===== config.mk =====
export PLATFORM = sky130hd
export DESIGN_NAME = condition_code_generator
export DESIGN_NICKNAME = d
export VERILOG_FILES = /design/src/cc_gen_pkg.sv /design/src/condition_code_generator.sv
export SDC_FILE = /design/constraint.sdc
export NUM_CORES = 1
export LEC_CHECK = 0
export BUFFER_PORTS_ARGS = -buffer_cell sky130_fd_sc_hd__buf_2
export CORE_MARGIN = 8
export CORE_UTILIZATION = 41
export CTS_CLUSTER_SIZE = 14
export DETAILED_ROUTE_END_ITERATION = 12
export PLACE_DENSITY = 0.75
export SLEW_MARGIN = 15
export SYNTH_ARGS = -nofsm -noshare
export SYNTH_HDL_FRONTEND = slang
export SYNTH_SLANG_ARGS = --single-unit

===== constraint.sdc =====
create_clock -name core_clk -period 2.3 [get_ports core_clk]
set_input_delay 0.46 -clock core_clk [delete_from_list [all_inputs] [get_ports core_clk]]
set_output_delay 0.46 -clock core_clk [all_outputs]
set_load 0.05 [all_outputs]

===== src/cc_gen_pkg.sv =====
// types and constants shared by the condition-code generator
package cc_gen_pkg;

  localparam int DATA_W = 16;
  localparam int ARITH_W = 18;

  // apb register byte offsets
  localparam logic [7:0] OFFS_FLAGS = 8'h00;
  localparam logic [7:0] OFFS_SUM   = 8'h04;

  // field positions inside the flag register
  localparam int POS_LOW  = 0;
  localparam int POS_HIGH = 1;
  localparam int POS_OVF  = 2;
  localparam int POS_LRB  = 3;

  // reset values
  localparam logic [15:0] RST_SUM = 16'h0000;
  localparam logic [31:0] RST_RDATA = 32'h0000_0000;

  // arithmetic range limits
  localparam logic signed [17:0] ARITH_MIN  = -18'sd32768;
  localparam logic signed [17:0] ARITH_MAX  = 18'sd32767;
  localparam logic signed [17:0] ARITH_WRAP = -18'sd65536;
  localparam logic [15:0] MOST_NEG = 16'h8000;

  typedef enum logic [2:0] {
    OP_NONE    = 3'h0,
    OP_COMPARE = 3'h1,
    OP_ARITH   = 3'h2,
    OP_LOGIC   = 3'h3,
    OP_SHIFT   = 3'h4,
    OP_CONVERT = 3'h5,
    OP_CONSTADD = 3'h6
  } op_class_t;

  typedef enum logic [2:0] {
    REL_EQ = 3'h0,
    REL_NE = 3'h1,
    REL_GT = 3'h2,
    REL_GE = 3'h3,
    REL_LT = 3'h4,
    REL_LE = 3'h5
  } cmp_rel_t;

  typedef struct packed {
    op_class_t            opClass;
    cmp_rel_t             cmpRel;
    logic [15:0]          firstAccumulator;
    logic [15:0]          secondAccumulator;
    logic signed [17:0]   arithResult;
    logic [15:0]          logicResult;
    logic                 shiftOutBit;
    logic [15:0]          constValue;
  } op_req_t;

  typedef struct packed {
    logic logicResultBit;
    logic overflowCode;
    logic statusCodeHigh;
    logic statusCodeLow;
  } flags_t;

  typedef struct packed {
    logic jumpOnZero;
    logic jumpOnNonzero;
    logic jumpOnPlus;
    logic jumpOnMinus;
    logic jumpOnOverflow;
    logic jumpOnLogicResult;
  } jumps_t;

  typedef struct packed {
    flags_t      flags;
    logic [15:0] sum;
    logic [31:0] rdata;
    logic        slvErr;
  } state_t;

endpackage


===== src/condition_code_generator.sv =====
// condition-code generator with apb access to its flags
`timescale 1ns/1ps

// Overview of operation
// - three condition flags, low, high and overflow, feed jump logic.
// - a comparison updates low and high and keeps overflow.
// - second vs first accumulator gives equal 00, less 01, greater 10.
// - a comparison writes the logic result bit, 1 when it holds.
// - a fixed-point arithmetic operation updates all three flags.
// - arithmetic result ranges map to fixed high, low, overflow codes.
// - an arithmetic result of -65536 gives high 0, low 0, overflow 1.
// - a word logic operation updates low and high and keeps overflow.
// - after word logic a zero result gives 00 and nonzero gives 10.
// - a shift updates low and high and keeps overflow.
// - the last bit shifted out gives 00 for 0 and 10 for 1.
// - two's-complement conversion updates all three flags.
// - conversion of 8000h gives 011, else the result sign decides.
// - jump conditions are decoded from the flags as zero, nonzero etc.
// - constant add keeps flags and logic bit and wraps at 16 bits.
module condition_code_generator (
  input  wire logic                 core_clk,
  input  wire logic                 rst,
  input  wire logic                 opValid,
  input  wire cc_gen_pkg::op_req_t  opReq,
  output cc_gen_pkg::flags_t        flagsOut,
  output cc_gen_pkg::jumps_t        jumpsOut,
  output logic [15:0]               constSum,
  input  wire logic                 psel,
  input  wire logic                 penable,
  input  wire logic                 pwrite,
  input  wire logic [7:0]           paddr,
  input  wire logic [31:0]          pwdata,
  output logic [31:0]               prdata,
  output logic                      pready,
  output logic                      pslverr
);

  cc_gen_pkg::state_t state_q;
  cc_gen_pkg::state_t state_d;

  // {high, low, ovf} for a signed arithmetic result
  function automatic logic [2:0] arithCodes(logic signed [17:0] r);
    if (r == cc_gen_pkg::ARITH_WRAP) begin
      arithCodes = 3'b001;
    end else if (r < cc_gen_pkg::ARITH_MIN) begin
      arithCodes = 3'b101;
    end else if (r < 18'sd0) begin
      arithCodes = 3'b010;
    end else if (r == 18'sd0) begin
      arithCodes = 3'b000;
    end else if (r <= cc_gen_pkg::ARITH_MAX) begin
      arithCodes = 3'b100;
    end else begin
      arithCodes = 3'b011;
    end
  endfunction

  // {high, low, ovf} for a two's-complement conversion of x
  function automatic logic [2:0] convCodes(logic [15:0] x);
    logic [15:0] neg;
    neg = 16'h0000 - x;
    if (x == cc_gen_pkg::MOST_NEG) begin
      convCodes = 3'b011;
    end else if (neg[15]) begin
      convCodes = 3'b010;
    end else if (neg == 16'h0000) begin
      convCodes = 3'b000;
    end else begin
      convCodes = 3'b100;
    end
  endfunction

  function automatic logic [1:0] zeroOrPlus(logic nonzero);
    zeroOrPlus = nonzero ? 2'b10 : 2'b00;
  endfunction

  logic signed [16:0] acc1S;
  logic signed [16:0] acc2S;
  logic               cmpLess;
  logic               cmpEqual;
  logic               cmpHolds;
  logic [2:0]         codes3;
  logic               apbAccess;
  logic               apbSetup;
  logic               addrOk;

  always_comb begin
    acc1S = {opReq.firstAccumulator[15], opReq.firstAccumulator};
    acc2S = {opReq.secondAccumulator[15], opReq.secondAccumulator};
    cmpLess = acc2S < acc1S;
    cmpEqual = acc2S == acc1S;
    unique case (opReq.cmpRel)
      cc_gen_pkg::REL_EQ: cmpHolds = cmpEqual;
      cc_gen_pkg::REL_NE: cmpHolds = !cmpEqual;
      cc_gen_pkg::REL_GT: cmpHolds = !cmpLess && !cmpEqual;
      cc_gen_pkg::REL_GE: cmpHolds = !cmpLess;
      cc_gen_pkg::REL_LT: cmpHolds = cmpLess;
      cc_gen_pkg::REL_LE: cmpHolds = cmpLess || cmpEqual;
      default:            cmpHolds = 1'b0;
    endcase
  end

  assign apbSetup = psel && !penable;
  assign apbAccess = psel && penable;
  assign addrOk = (paddr == cc_gen_pkg::OFFS_FLAGS) ||
                  (paddr == cc_gen_pkg::OFFS_SUM);

  always_comb begin
    state_d = state_q;
    codes3 = 3'b000;
    // software restore of flags first, so a same-cycle operation wins on the flags it updates
    if (apbAccess && pwrite && paddr == cc_gen_pkg::OFFS_FLAGS) begin
      state_d.flags.statusCodeLow  = pwdata[cc_gen_pkg::POS_LOW];
      state_d.flags.statusCodeHigh = pwdata[cc_gen_pkg::POS_HIGH];
      state_d.flags.overflowCode   = pwdata[cc_gen_pkg::POS_OVF];
      state_d.flags.logicResultBit = pwdata[cc_gen_pkg::POS_LRB];
    end
    if (opValid) begin
      unique case (opReq.opClass)
        cc_gen_pkg::OP_COMPARE: begin
          state_d.flags.statusCodeHigh = !cmpLess && !cmpEqual;
          state_d.flags.statusCodeLow  = cmpLess;
          state_d.flags.logicResultBit = cmpHolds;
        end
        cc_gen_pkg::OP_ARITH: begin
          codes3 = arithCodes(opReq.arithResult);
          {state_d.flags.statusCodeHigh, state_d.flags.statusCodeLow,
           state_d.flags.overflowCode} = codes3;
        end
        cc_gen_pkg::OP_LOGIC: begin
          {state_d.flags.statusCodeHigh, state_d.flags.statusCodeLow} =
            zeroOrPlus(|opReq.logicResult);
        end
        cc_gen_pkg::OP_SHIFT: begin
          {state_d.flags.statusCodeHigh, state_d.flags.statusCodeLow} =
            zeroOrPlus(opReq.shiftOutBit);
        end
        cc_gen_pkg::OP_CONVERT: begin
          codes3 = convCodes(opReq.firstAccumulator);
          {state_d.flags.statusCodeHigh, state_d.flags.statusCodeLow,
           state_d.flags.overflowCode} = codes3;
        end
        cc_gen_pkg::OP_CONSTADD: begin
          // carry is dropped, nothing spills into the second accumulator
          state_d.sum =
            16'(opReq.firstAccumulator + opReq.constValue);
        end
        default: begin
          // other classes leave every flag as it is
          state_d.sum = state_q.sum;
        end
      endcase
    end
    // read data is captured in setup so the access phase has no wait state
    if (apbSetup) begin
      state_d.slvErr = !addrOk;
      state_d.rdata = cc_gen_pkg::RST_RDATA;
      if (!pwrite && paddr == cc_gen_pkg::OFFS_FLAGS) begin
        state_d.rdata[cc_gen_pkg::POS_LOW]  = state_q.flags.statusCodeLow;
        state_d.rdata[cc_gen_pkg::POS_HIGH] = state_q.flags.statusCodeHigh;
        state_d.rdata[cc_gen_pkg::POS_OVF]  = state_q.flags.overflowCode;
        state_d.rdata[cc_gen_pkg::POS_LRB]  = state_q.flags.logicResultBit;
      end else if (!pwrite && paddr == cc_gen_pkg::OFFS_SUM) begin
        state_d.rdata[15:0] = state_q.sum;
      end
    end
  end

  always_ff @(posedge core_clk) begin
    if (rst) begin
      state_q.flags <= '0;
      state_q.sum <= cc_gen_pkg::RST_SUM;
      state_q.rdata <= cc_gen_pkg::RST_RDATA;
      state_q.slvErr <= 1'b0;
    end else begin
      state_q <= state_d;
    end
  end

  assign flagsOut = state_q.flags;
  assign constSum = state_q.sum;
  assign prdata = state_q.rdata;
  assign pready = apbAccess;
  assign pslverr = apbAccess && state_q.slvErr;

  always_comb begin
    jumpsOut.jumpOnZero = !state_q.flags.statusCodeHigh &&
                          !state_q.flags.statusCodeLow;
    jumpsOut.jumpOnNonzero = state_q.flags.statusCodeHigh ||
                             state_q.flags.statusCodeLow;
    jumpsOut.jumpOnPlus = state_q.flags.statusCodeHigh &&
                          !state_q.flags.statusCodeLow;
    jumpsOut.jumpOnMinus = !state_q.flags.statusCodeHigh &&
                           state_q.flags.statusCodeLow;
    jumpsOut.jumpOnOverflow = state_q.flags.overflowCode;
    jumpsOut.jumpOnLogicResult = state_q.flags.logicResultBit;
  end

  logic opCmp;
  logic opArith;
  logic opConv;
  logic opAdd;
  assign opCmp = opValid && opReq.opClass == cc_gen_pkg::OP_COMPARE;
  assign opArith = opValid && opReq.opClass == cc_gen_pkg::OP_ARITH;
  assign opConv = opValid && opReq.opClass == cc_gen_pkg::OP_CONVERT;
  assign opAdd = opValid && opReq.opClass == cc_gen_pkg::OP_CONSTADD;
  logic opLogic;
  logic opShift;
  assign opLogic = opValid && opReq.opClass == cc_gen_pkg::OP_LOGIC;
  assign opShift = opValid && opReq.opClass == cc_gen_pkg::OP_SHIFT;

  AST_CMP_KEEPS_OVF:
  assert property (@(posedge core_clk) disable iff (rst)
    opCmp && !(apbAccess && pwrite) |=>
      flagsOut.overflowCode == $past(flagsOut.overflowCode))
    else $error("compare changed overflow code");

  AST_CMP_LESS:
  assert property (@(posedge core_clk) disable iff (rst)
    opCmp && $signed(opReq.secondAccumulator) <
             $signed(opReq.firstAccumulator) |=>
      !flagsOut.statusCodeHigh && flagsOut.statusCodeLow &&
      jumpsOut.jumpOnMinus)
    else $error("compare less-than codes wrong");

  AST_CMP_EQ_LRB:
  assert property (@(posedge core_clk) disable iff (rst)
    opCmp && opReq.cmpRel == cc_gen_pkg::REL_EQ |=>
      flagsOut.logicResultBit ==
        ($past(opReq.firstAccumulator) == $past(opReq.secondAccumulator)))
    else $error("logic result bit wrong after equality compare");

  AST_ARITH_NEG_OVF:
  assert property (@(posedge core_clk) disable iff (rst)
    opArith && opReq.arithResult < -18'sd32768 &&
    opReq.arithResult != -18'sd65536 |=>
      flagsOut.statusCodeHigh && !flagsOut.statusCodeLow &&
      flagsOut.overflowCode)
    else $error("negative overflow codes wrong");

  AST_ARITH_POS_OVF:
  assert property (@(posedge core_clk) disable iff (rst)
    opArith && opReq.arithResult > 18'sd32767 |=>
      jumpsOut.jumpOnMinus && jumpsOut.jumpOnOverflow)
    else $error("positive overflow codes wrong");

  AST_ARITH_WRAP:
  assert property (@(posedge core_clk) disable iff (rst)
    opArith && opReq.arithResult == -18'sd65536 |=>
      jumpsOut.jumpOnZero && jumpsOut.jumpOnOverflow)
    else $error("minus 65536 codes wrong");

  AST_CONV_MOST_NEG:
  assert property (@(posedge core_clk) disable iff (rst)
    opConv && opReq.firstAccumulator == 16'h8000 |=>
      {flagsOut.statusCodeHigh, flagsOut.statusCodeLow,
       flagsOut.overflowCode} == 3'b011)
    else $error("conversion of 8000h codes wrong");

  AST_CONV_POS:
  assert property (@(posedge core_clk) disable iff (rst)
    opConv && opReq.firstAccumulator[15] &&
    opReq.firstAccumulator != 16'h8000 |=>
      jumpsOut.jumpOnPlus && !jumpsOut.jumpOnOverflow)
    else $error("conversion to positive codes wrong");

  AST_ADD_KEEPS:
  assert property (@(posedge core_clk) disable iff (rst)
    opAdd && !(apbAccess && pwrite) |=> $stable(flagsOut) &&
      constSum == 16'($past(opReq.firstAccumulator) +
                      $past(opReq.constValue)))
    else $error("constant add disturbed flags or sum");

  // checked one cycle on, so a flag write in the previous cycle is not blamed
  AST_IDLE_HOLD:
  assert property (@(posedge core_clk) disable iff (rst)
    !opValid && !(apbAccess && pwrite) |=> $stable(flagsOut))
    else $error("flags moved without an operation");

  AST_CMP_GREATER:
  assert property (@(posedge core_clk) disable iff (rst)
    opCmp && $signed(opReq.secondAccumulator) >
             $signed(opReq.firstAccumulator) |=>
      flagsOut.statusCodeHigh && !flagsOut.statusCodeLow &&
      jumpsOut.jumpOnPlus)
    else $error("compare greater-than codes wrong");

  AST_LOGIC_KEEPS_OVF:
  assert property (@(posedge core_clk) disable iff (rst)
    opLogic && !(apbAccess && pwrite) |=>
      $stable(flagsOut.overflowCode))
    else $error("word logic changed overflow code");

  AST_LOGIC_CODES:
  assert property (@(posedge core_clk) disable iff (rst)
    opLogic |=>
      {flagsOut.statusCodeHigh, flagsOut.statusCodeLow} ==
        {$past(opReq.logicResult) != 16'h0000, 1'b0})
    else $error("word logic status codes wrong");

  AST_SHIFT_KEEPS_OVF:
  assert property (@(posedge core_clk) disable iff (rst)
    opShift && !(apbAccess && pwrite) |=>
      $stable(flagsOut.overflowCode))
    else $error("shift changed overflow code");

  AST_SHIFT_CODES:
  assert property (@(posedge core_clk) disable iff (rst)
    opShift |=>
      {flagsOut.statusCodeHigh, flagsOut.statusCodeLow} ==
        {$past(opReq.shiftOutBit), 1'b0})
    else $error("shift status codes wrong");

  AST_RESET_CLEAR:
  assert property (@(posedge core_clk) $past(rst) |-> flagsOut == '0)
    else $error("flags not cleared by reset");

endmodule // condition_code_generator


# Word level (Yosys, flattened, before mapping)
# Cells that the tools add are included.
totals:
  out_inout_bits: 60
  reg_bits: 37
  inputBits: 135
op_classes:
  n_reduce_logical: 27
  eq_ne: 15
  add_sub_neg: 2
  mux: 20
  magnitude_cmp: 4
ops:
  columns: ["operator", "n"]
  rows:
  - ["2-to-1 mux 16 bit", 2]
  - ["2-to-1 mux 3 bit", 8]
  - ["2-to-1 mux 20 bit", 1]
  - ["== test 18 x 17 -> 1 bit (second input constant)", 1]
  - ["less-or-equal comparator 18 x 16 -> 1 bit (second input constant)", 1]
  - ["zero test 18 bit", 1]
  - ["< comparator 18 x 1 -> 1 bit (second input constant)", 1]
  - ["< comparator 18 x 16 -> 1 bit (second input constant)", 1]
  - ["adder 16 bit", 1]
  - ["== test 16 bit", 1]
  - ["== test 16 bit (second input constant)", 1]
  - ["zero test 16 bit", 1]
  - ["< comparator 16 bit", 1]
  - ["OR reduction 16 bit", 1]
  - ["subtractor 1 x 16 -> 16 bit (first input constant)", 1]
  - ["== test 3 bit (second input constant)", 5]
  - ["== test 3 x 2 -> 1 bit (second input constant)", 4]
  - ["2-to-1 mux 12 bit", 1]
  - ["logical AND 1 bit", 11]
  - ["one-hot mux 2 bit (5 select lines)", 1]
  - ["== test 8 x 3 -> 1 bit (second input constant)", 1]
  - ["zero test 8 bit", 1]
  - ["2-to-1 mux 4 bit", 2]
  - ["zero test 1 bit", 7]
  - ["8 further kinds", 12]

# Longest topological paths before layout
# Gate-level depths: netlist (run 1).
logic_depth:
  ltp_word: 8
  depth_mapped: 9
  mapped_depth_nobuf: 9

# Least setup slack after synthesis (run 1)
# Ideal clock, no wire load.
synth_path:
  path_type: "input-to-reg"
  startpoint: "input port opReq[82] (netlist bit)"
  endpoint: "register state_q (netlist bit flagsOut[1])"
  setup_time_ns: 0.086
  required_ns: 2.214
  t_arrival_ns: 2.224
  stages: 8
  path_buffers: 0
  setup_slack_ns: -0.011
  cell_sequence: "inv_1 -> ha_1 -> nand4_2 -> inv_1 -> a2111oi_2 -> nor2_1 -> or4b_1 -> a221oi_2"
synth_via:
  elab_chain_len: 7
  word_cells_on_any_way: 13
  classes_between: "add/sub: 1; order compare: 1; eq/ne: 2; mux: 5; reduce/logical: 4"
synth_lines:
  columns: ["item", "line", "rtl"]
  rows:
  - ["start: declaration", "condition_code_generator.sv:24", "input wire cc_gen_pkg::op_req_t opReq,"]
  - ["subtractor 1 x 16 -> 16 bit", "condition_code_generator.sv:61", "neg = 16'h0000 - x;"]
  - ["zero test 16 bit", "condition_code_generator.sv:66", "end else if (neg == 16'h0000) begin"]
  - ["2-to-1 mux 3 bit", "condition_code_generator.sv:66", null]
  - ["2-to-1 mux 3 bit", "condition_code_generator.sv:64", "end else if (neg[15]) begin"]
  - ["2-to-1 mux 3 bit", "condition_code_generator.sv:62", "if (x == cc_gen_pkg::MOST_NEG) begin"]
  - ["one-hot mux 2 bit (5 select lines) *", "condition_code_generator.sv:119", "unique case (opReq.opClass)"]
  - ["2-to-1 mux 20 bit *", "condition_code_generator.sv:118", "if (opValid) begin"]
  - ["end signal: assignment", "condition_code_generator.sv:176", "state_q <= state_d;"]
  - ["end: declaration", "condition_code_generator.sv:38", "cc_gen_pkg::state_t state_q;"]
# Every way passes the cells marked *; elsewhere a longest branch is shown, timed or not.
# A chain may end at the register's enable or synchronous reset.

# Worst setup path in the final report (run 1)
layout_path:
  startpoint: "input port opReq[68] (netlist bit)"
  endpoint: "register state_q (netlist bit flagsOut[3])"
layout_via:
  elab_chain_len: 6
  word_cells_on_any_way: 9
  classes_between: "order compare: 1; eq/ne: 1; mux: 3; reduce/logical: 4"
layout_lines:
  columns: ["item", "line", "rtl"]
  rows:
  - ["< comparator 16 bit / == test 16 bit (equally long branches)", "condition_code_generator.sv:90, condition_code_generator.sv:91", null]
  - ["zero test 1 bit, on equally long branches", "condition_code_generator.sv:95, condition_code_generator.sv:96, condition_code_generator.sv:94", null]
  - ["logical AND 1 bit", "condition_code_generator.sv:95", "cc_gen_pkg::REL_GT: cmpHolds = !cmpLess && !cmpEqual;"]
  - ["one-hot mux 1 bit (6 select lines) *", "condition_code_generator.sv:92", "unique case (opReq.cmpRel)"]
  - ["2-to-1 mux 1 bit *", "condition_code_generator.sv:119", null]
  - ["2-to-1 mux 20 bit *", "condition_code_generator.sv:118", null]
# Marked as above.

==> results.ini, run 1 <==
[die]
rows=33
die_x_um=107
dieArea_um2=11300
ios=195
start_util_pct=41.5
core_area_um2=8090
die_h_um=107

[route]
drt-initial-drc-count=177
drc=0
wl_mm=10.6
viasPerCell=5.16
wl_per_cell_um=15.4
drtAntennaViolNets=0
num_vias=3530
dr.pass1.iters=5

[final_layout]
final_cells=684
n_antenna_cell=0
drive_gt1_share_pct=39.4
regArea_um2=741
multi_input_area_um2=2170
nets=745
fillers=817
area_delta_synth_final_pct=29.9

[global_routing]
top_usage_layer=met2
grt_usage_pct=17.5
overflow=0
grt_pass1_wl_mm=16.7
grt_max_degree=33
grt_util_met1_pct=22.0
grt_pass1_vias=3551
antenna_found_initial=0
gr-usage-met2_pct=30.1
grt_use_met3_pct=3.33

[synthesis]
syn-instance-count=423
ys_ff_latch=37
syn_area_per_cell_um2=7.94
synthFlopType=dfxtp_1
yosys_warnings=0
synth_top_area_cell=dfxtp_1
synthArstFlopShare_pct=0
synth_cell_type_count=64
netlist_area_um2=3360
yosysTopAreaCellShare_pct=22.0
yosys-top-cells-area=dfxtp_1, buf_4, ha_1
ys_seq_area_share_pct=22.0
synth_edf_count=0

[timing]
fin_skew_ps=2.62
hold_viol=0
final.setup.worst_slack_ps=93.5
whs_ps=472
final.period_utilization_pct=95.9
fin_crit_ps=2210
max_slew.worst_pin.slew_ps=516
clock.fmax_ghz=0.453
setup_viol=0
relSlewSlack_pct=65.6
report.final.slew_viol_count=0
grt_setup_unrepaired=false

[critical_path]
rrSetupSlack_ps=1170
startpoint_type=primary input
path_class=primary input to flip-flop
slowest_stage=or3_2
worstPathMaxFanout=4
crit_path_end_kind=flip-flop
path_cells=buf_2, inv_2, ha_4, nor2b_2, o211ai_1, a2111oi_4, nor4b_4, or3_2, a22o_1
required_ps=2470
cp.arrival_ps=2370
crit_buf_inv=2
critical-path-max-stage-delay_ps=480
cp_top_family=compound AO/OA/AOI/OAI gates

[pwr]
p_per_area_nw_per_um2=419
power_frac_seq_pct=36.5
combPwrFrac_pct=40.3
netSwitchingFraction_pct=36.3
power_switching_uw=663
ir_drop_uv=220
clockPowerShare_pct=23.2
p_int_uw=1170
p_leak_uw=0.00224
finalPower_uw=1830

[cts]
numCtsBuffers=5
clk_pin_slew_worst_paths_ps=70
cts_tree=built
cts_root_buf=clkbuf_8
clk-insertion-delay-late_ps=280
ctsHoldBuffers=0
cts_num_sinks=37
cts_buffer_depth=2
htree_levels=2

[place]
dp_slack_ps=-318
dp_hpwl_mm=9.06
io_buffers=150
place_inst=676
place.gp.congestion=0.844

[worst_hold_path]
hold_class=flip-flop to flip-flop

[outcome]
run_status=completed

[flow_run]
drv_cap=0

## synthesized netlist by cell type (5+ instances only)
| master | n |
|---|---|
| a21o_1 | 8 |
| a22oi_1 | 17 |
| clkbuf_1 | 10 |
| dfxtp_1 | 37 |
| o21a_1 | 7 |
| ha_1 | 31 |
| nor2_1 | 33 |
| nand2_1 | 23 |
| a21oi_1 | 24 |
| mux2_2 | 5 |
| nor3_1 | 12 |
| o21ai_0 | 11 |
| inv_1 | 28 |
| and3_1 | 7 |
| nand3_1 | 11 |
| buf_4 | 54 |
| nand4_1 | 8 |
| a211oi_1 | 6 |
| nor2b_1 | 7 |
| nor4_1 | 15 |
| o211ai_1 | 6 |
## routing by layer
metal | vias to the layer above | share of wire [%] | routed length, um
met2 | 123 | 48 | 5080
met4 | 0 | 1.0 | 106
met5 | - | 0 | 0
met1 | 1609 | 45 | 4770
li1 | 1790 | - | -
met3 | 8 | 5.7 | 605
## through the flow
step / setup TNS (ps) / utilization, % / instance area, um2
after global placement: -1080 / 52.4 / 4240
after CTS: 0 / 53.6 / 4340
after global routing: 0 / 53.9 / 4360
after detailed placement: -1300 / 52.4 / 4240
final: 0 / 53.9 / 4360
after floorplan: 0 / - / 3420
## path summary, 6_finish.rpt
check        depth (start not counted)         from          end
max reg2reg                          4  flagsOut[3]  flagsOut[3]
min                                  2  constSum[4]  constSum[4]
min reg2reg                          2  constSum[4]  constSum[4]
max                                  9    opReq[68]  flagsOut[3]
## state kept, by name, indices dropped and copies added (netlist names)
| register | cells |
|---|---|
| constSum | 16 |
| flagsOut | 4 |
| prdata | 16 |
| state_q | 1 |
## power groups by stage
stage | clock network [uW] | registers (uW) | logic [uW]
after detailed placement | 0 | 683 | 721
final | 423 | 668 | 738
after global routing | 465 | 670 | 802
after CTS | 435 | 668 | 729
after global placement | 0 | 682 | 707
after floorplan | 0 | 678 | 478
## area by class of cell
type	count	share of cell area [%]
clock buffers	6	1.66
clock inverters	2	0.229
inverters	28	2.41
multi-input cells	306	49.6
flip-flops and latches	37	17.0
well taps	105	3.01
repair buffers	200	26.1
## repair_timing
action | in CTS | in global routing
setup endpoints to repair | 1 | 3
pin swaps | 2 | 7
resized for setup | 2 | 5
setup buffers | 0 | 0
## worst min-delay path, delay by kind of cell (launching register included)
kind | cells | cell delay, ps
AOI/OAI and AO/OA | 1 | 50
and+or+nand+nor | 1 | 60
DFF | 1 | 320
## layout by cell type (no fill, tap or decap), types with 4 or more instances in the layout
cell type,n
a211oi_1,6
a21o_1,8
a21oi_1,24
a22oi_1,17
and2_1,4
and3_1,7
buf_2,150
buf_4,49
clkbuf_8,5
conb_1,16
dfxtp_1,37
ha_1,30
inv_1,27
mux2_2,5
mux2i_1,4
nand2_1,23
nand3_1,11
nand4_1,8
nor2_1,32
nor2b_1,6
nor3_1,12
nor4_1,15
o211ai_1,6
o21a_1,7
o21ai_0,11
## logic make-up (layout without fill, tap and decap cells)
kind of cell,after synthesis,after routing,share of synthesized area [%]
adder cells (fa/ha/maj),33,33,12.4
multiplexers,9,9,2.87
flip-flops,37,37,22.0
AND/OR/NAND/NOR,137,137,21.3
buffers and inverters,95,236,16.7
AO/OA/AOI/OAI,105,105,22.9
other,1,16,0.112
XOR/XNOR,6,6,1.56
Note: power is estimated with default switching activity, not from simulation.
==> inputs of run 2 (changes only) <==
--- a/config.mk
+++ b/config.mk
@@ -7,10 +7,10 @@
 export LEC_CHECK = 0
 export BUFFER_PORTS_ARGS = -buffer_cell sky130_fd_sc_hd__buf_2
 export CORE_MARGIN = 8
-export CORE_UTILIZATION = 41
+export CORE_UTILIZATION = 45
 export CTS_CLUSTER_SIZE = 14
 export DETAILED_ROUTE_END_ITERATION = 12
-export PLACE_DENSITY = 0.75
+export PLACE_DENSITY = 0.78
 export SLEW_MARGIN = 15
 export SYNTH_ARGS = -nofsm -noshare
 export SYNTH_HDL_FRONTEND = slang
==> constraint.sdc (replaced) <==
create_clock -name core_clk -period 2.45 [get_ports core_clk]
set_input_delay 0.49 -clock core_clk [delete_from_list [all_inputs] [get_ports core_clk]]
set_output_delay 0.49 -clock core_clk [all_outputs]
set_load 0.05 [all_outputs]
==> run 2 against run 1 <==
  * Sequential power down 6.1%
  * Total power up 3.4%
  * Worst setup slack worse by 4.9 ps
  * Global-route usage up 1.1 points
  * Utilization up 4.3 points
  * Die area down 7.6%
  * Final cell count down 3.7%
  * Clock power up 45%
  * First-iteration DRC count down 11%
  * Largest cell class unchanged
==> results.ini, run 2 (same netlist as run 1, synthesis figures left out) <==
[timing]
grt_setup_unrepaired=false  ; unchanged
fin_skew_ps=5.92  ; was 2.62 ps
clock.fmax_ghz=0.423
fin_crit_ps=2360
whs_ps=480  ; was 472 ps
report.final.slew_viol_count=0  ; unchanged
tns_ps=0  ; unchanged
hold_viol=0  ; unchanged
setup_viol=0  ; unchanged
final.period_utilization_pct=96.4

[global_routing]
grt_max_degree=22  ; was 33
grt_pass1_wl_mm=15.9  ; was 16.7 mm
antenna_found_initial=0  ; unchanged
grt_usage_pct=18.6  ; was 17.5%
overflow=0  ; unchanged
grt_pass1_vias=3499  ; was 3,551

[route]
drt-initial-drc-count=157  ; was 177
viasPerCell=5.30  ; was 5.16
wl_mm=10.2  ; was 10.6 mm
num_vias=3491  ; was 3,530
dr.pass1.iters=4  ; was 5
drtAntennaViolNets=0  ; unchanged
wl_per_cell_um=15.5  ; was 15.4 um
drc=0  ; unchanged

[critical_path]
reg2reg_from=flagsOut[3]  ; unchanged
critical-path-max-stage-delay_ps=580  ; was 480 ps
path_cells=buf_2, inv_1, ha_1, nand4_2, a211oi_2, a2111oi_4, nor4b_4, or4b_1, a221oi_2  ; was buf_2, inv_2, ha_4, nor2b_2, o211ai_1, a2111oi_4, nor4b_4, or3_2, a22o_1
slowest_stage=or4b_1  ; was or3_2
startpoint_type=primary input  ; unchanged
cp_top_family=simple AND/OR/NAND/NOR gates  ; was compound AO/OA/AOI/OAI gates
worstPathMaxFanout=5  ; was 4
path_class=primary input to flip-flop  ; unchanged
rr_endpoint=flagsOut[3]  ; unchanged
crit_buf_inv=2  ; unchanged
rrSetupSlack_ps=1330  ; was 1170 ps
cp.arrival_ps=2560  ; was 2370 ps
crit_path_end_kind=flip-flop  ; unchanged
required_ps=2650  ; was 2470 ps
reg2reg_depth=4  ; unchanged

[worst_hold_path]
hold_class=flip-flop to flip-flop  ; unchanged
hp-start=state_q[0]  ; was constSum[4]
min_delay_path_depth=2  ; unchanged
min_to=state_q[0]  ; was constSum[4]

[pwr]
p_per_area_nw_per_um2=448  ; was 419 nW/um2
ir_drop_uv=235  ; was 220 uV
p_leak_uw=0.00216  ; was 0.00224 uW

[place]
place.gp.congestion=0.877  ; was 0.844
io_buffers=150  ; unchanged
dp_hpwl_mm=8.93  ; was 9.06 mm

[die]
start_util_pct=46.3  ; was 41.5%
ios=195  ; unchanged
die_h_um=102  ; was 107 um
rows=31  ; was 33
die_x_um=102  ; was 107 um
core_area_um2=7250  ; was 8090 um2
dieArea_um2=10500  ; was 11,300 um2

[final_layout]
mostFrequentLayoutCells=buf_2, dfxtp_1, nor2_1, ha_1, buf_4  ; was buf_2, buf_4, dfxtp_1, nor2_1, ha_1
area_delta_synth_final_pct=25.7  ; was 29.9%
drive_gt1_share_pct=36.6  ; was 39.4%
final_common_cell=buf_2  ; unchanged
n_antenna_cell=0  ; unchanged
nets=726  ; was 745
fillers=714  ; was 817

[cts]
clk-insertion-delay-late_ps=280  ; about the same
ctsResizeCount=0  ; was 2
cts_tree=built  ; unchanged
ctsHoldBuffers=0  ; unchanged
numCtsBuffers=5  ; unchanged
cts_setup_buffers=0  ; unchanged
cts_num_sinks=37  ; unchanged
cts_root_buf=clkbuf_8  ; unchanged
clk_pin_slew_worst_paths_ps=70  ; about the same
cts_buffer_depth=2  ; unchanged
htree_levels=2  ; unchanged

[outcome]
run_status=completed  ; unchanged

[flow_run]
drv_cap=0  ; unchanged

-- run 2: area by class of cell --
type	instances	area, um2	area share (%)
Clock buffer	5	68.8	1.63
Clock inverter	3	65.1	1.54
Inverter	28	105	2.49
Multi-Input combinational cell	306	2140	50.6
Sequential cell	37	741	17.5
Tap cell	99	124	2.93
Timing Repair Buffer	181	983	23.3
-- run 2: power by group --
part / internal (uW) / leakage [uW] / switching [uW] / total [uW]
clock network: 404 / 0.0000681 / 210 / 614
registers: 615 / 0.000299 / 12.0 / 627
logic: 253 / 0.00179 / 396 / 649
total: 1270 / 0.00216 / 618 / 1890
-- run 2: worst max-delay path by stage --
| stage | from | end | slack (ps) | cells past startpoint |
|---|---|---|---|---|
| global route | opReq[81] | flagsOut[1] | 9 | 9 |
| detailed placement | opReq[82] | flagsOut[1] | -190 | 9 |
| CTS | opReq[82] | flagsOut[1] | 100 | 9 |
| floorplan | opReq[82] | flagsOut[1] | 110 | 8 |
| global placement | opReq[82] | flagsOut[1] | -180 | 9 |
| finish | opReq[82] | flagsOut[1] | 90 | 9 |
-- run 2: metal layers --
| metal | vias to the layer above | routed length [um] | global-route usage (%) |
|---|---|---|---|
| met5 | - | 0 | 0 |
| met4 | 0 | 172 | 5.76 |
| li1 | 1760 | - | - |
| met2 | 113 | 5000 | 32.1 |
| met3 | 11 | 572 | 2.93 |
| met1 | 1607 | 4490 | 23.0 |
-- run 2: metrics by stage --
| step | instances | utilization [%] | worst slack [ps] | cell area [um2] | total power, uW |
|---|---|---|---|---|---|
| floorplan | 438 | - | 109 | 3420 | 1080 |
| global placement | 651 | 56.1 | -183 | 4070 | 1270 |
| detailed placement | 651 | 56.1 | -188 | 4070 | 1280 |
| CTS | 659 | 57.9 | 104 | 4200 | 1900 |
| global route | 659 | 58.2 | 8.87 | 4220 | 1990 |
| finish | 659 | 58.2 | 88.6 | 4220 | 1890 |
-- run 2: worst reg2reg max path, cell delays in order (launching register included) --
cell	delay [ps]
dfxtp_1	390
mux2i_1	110
a21o_1	210
nor3_1	170
a22o_1	180
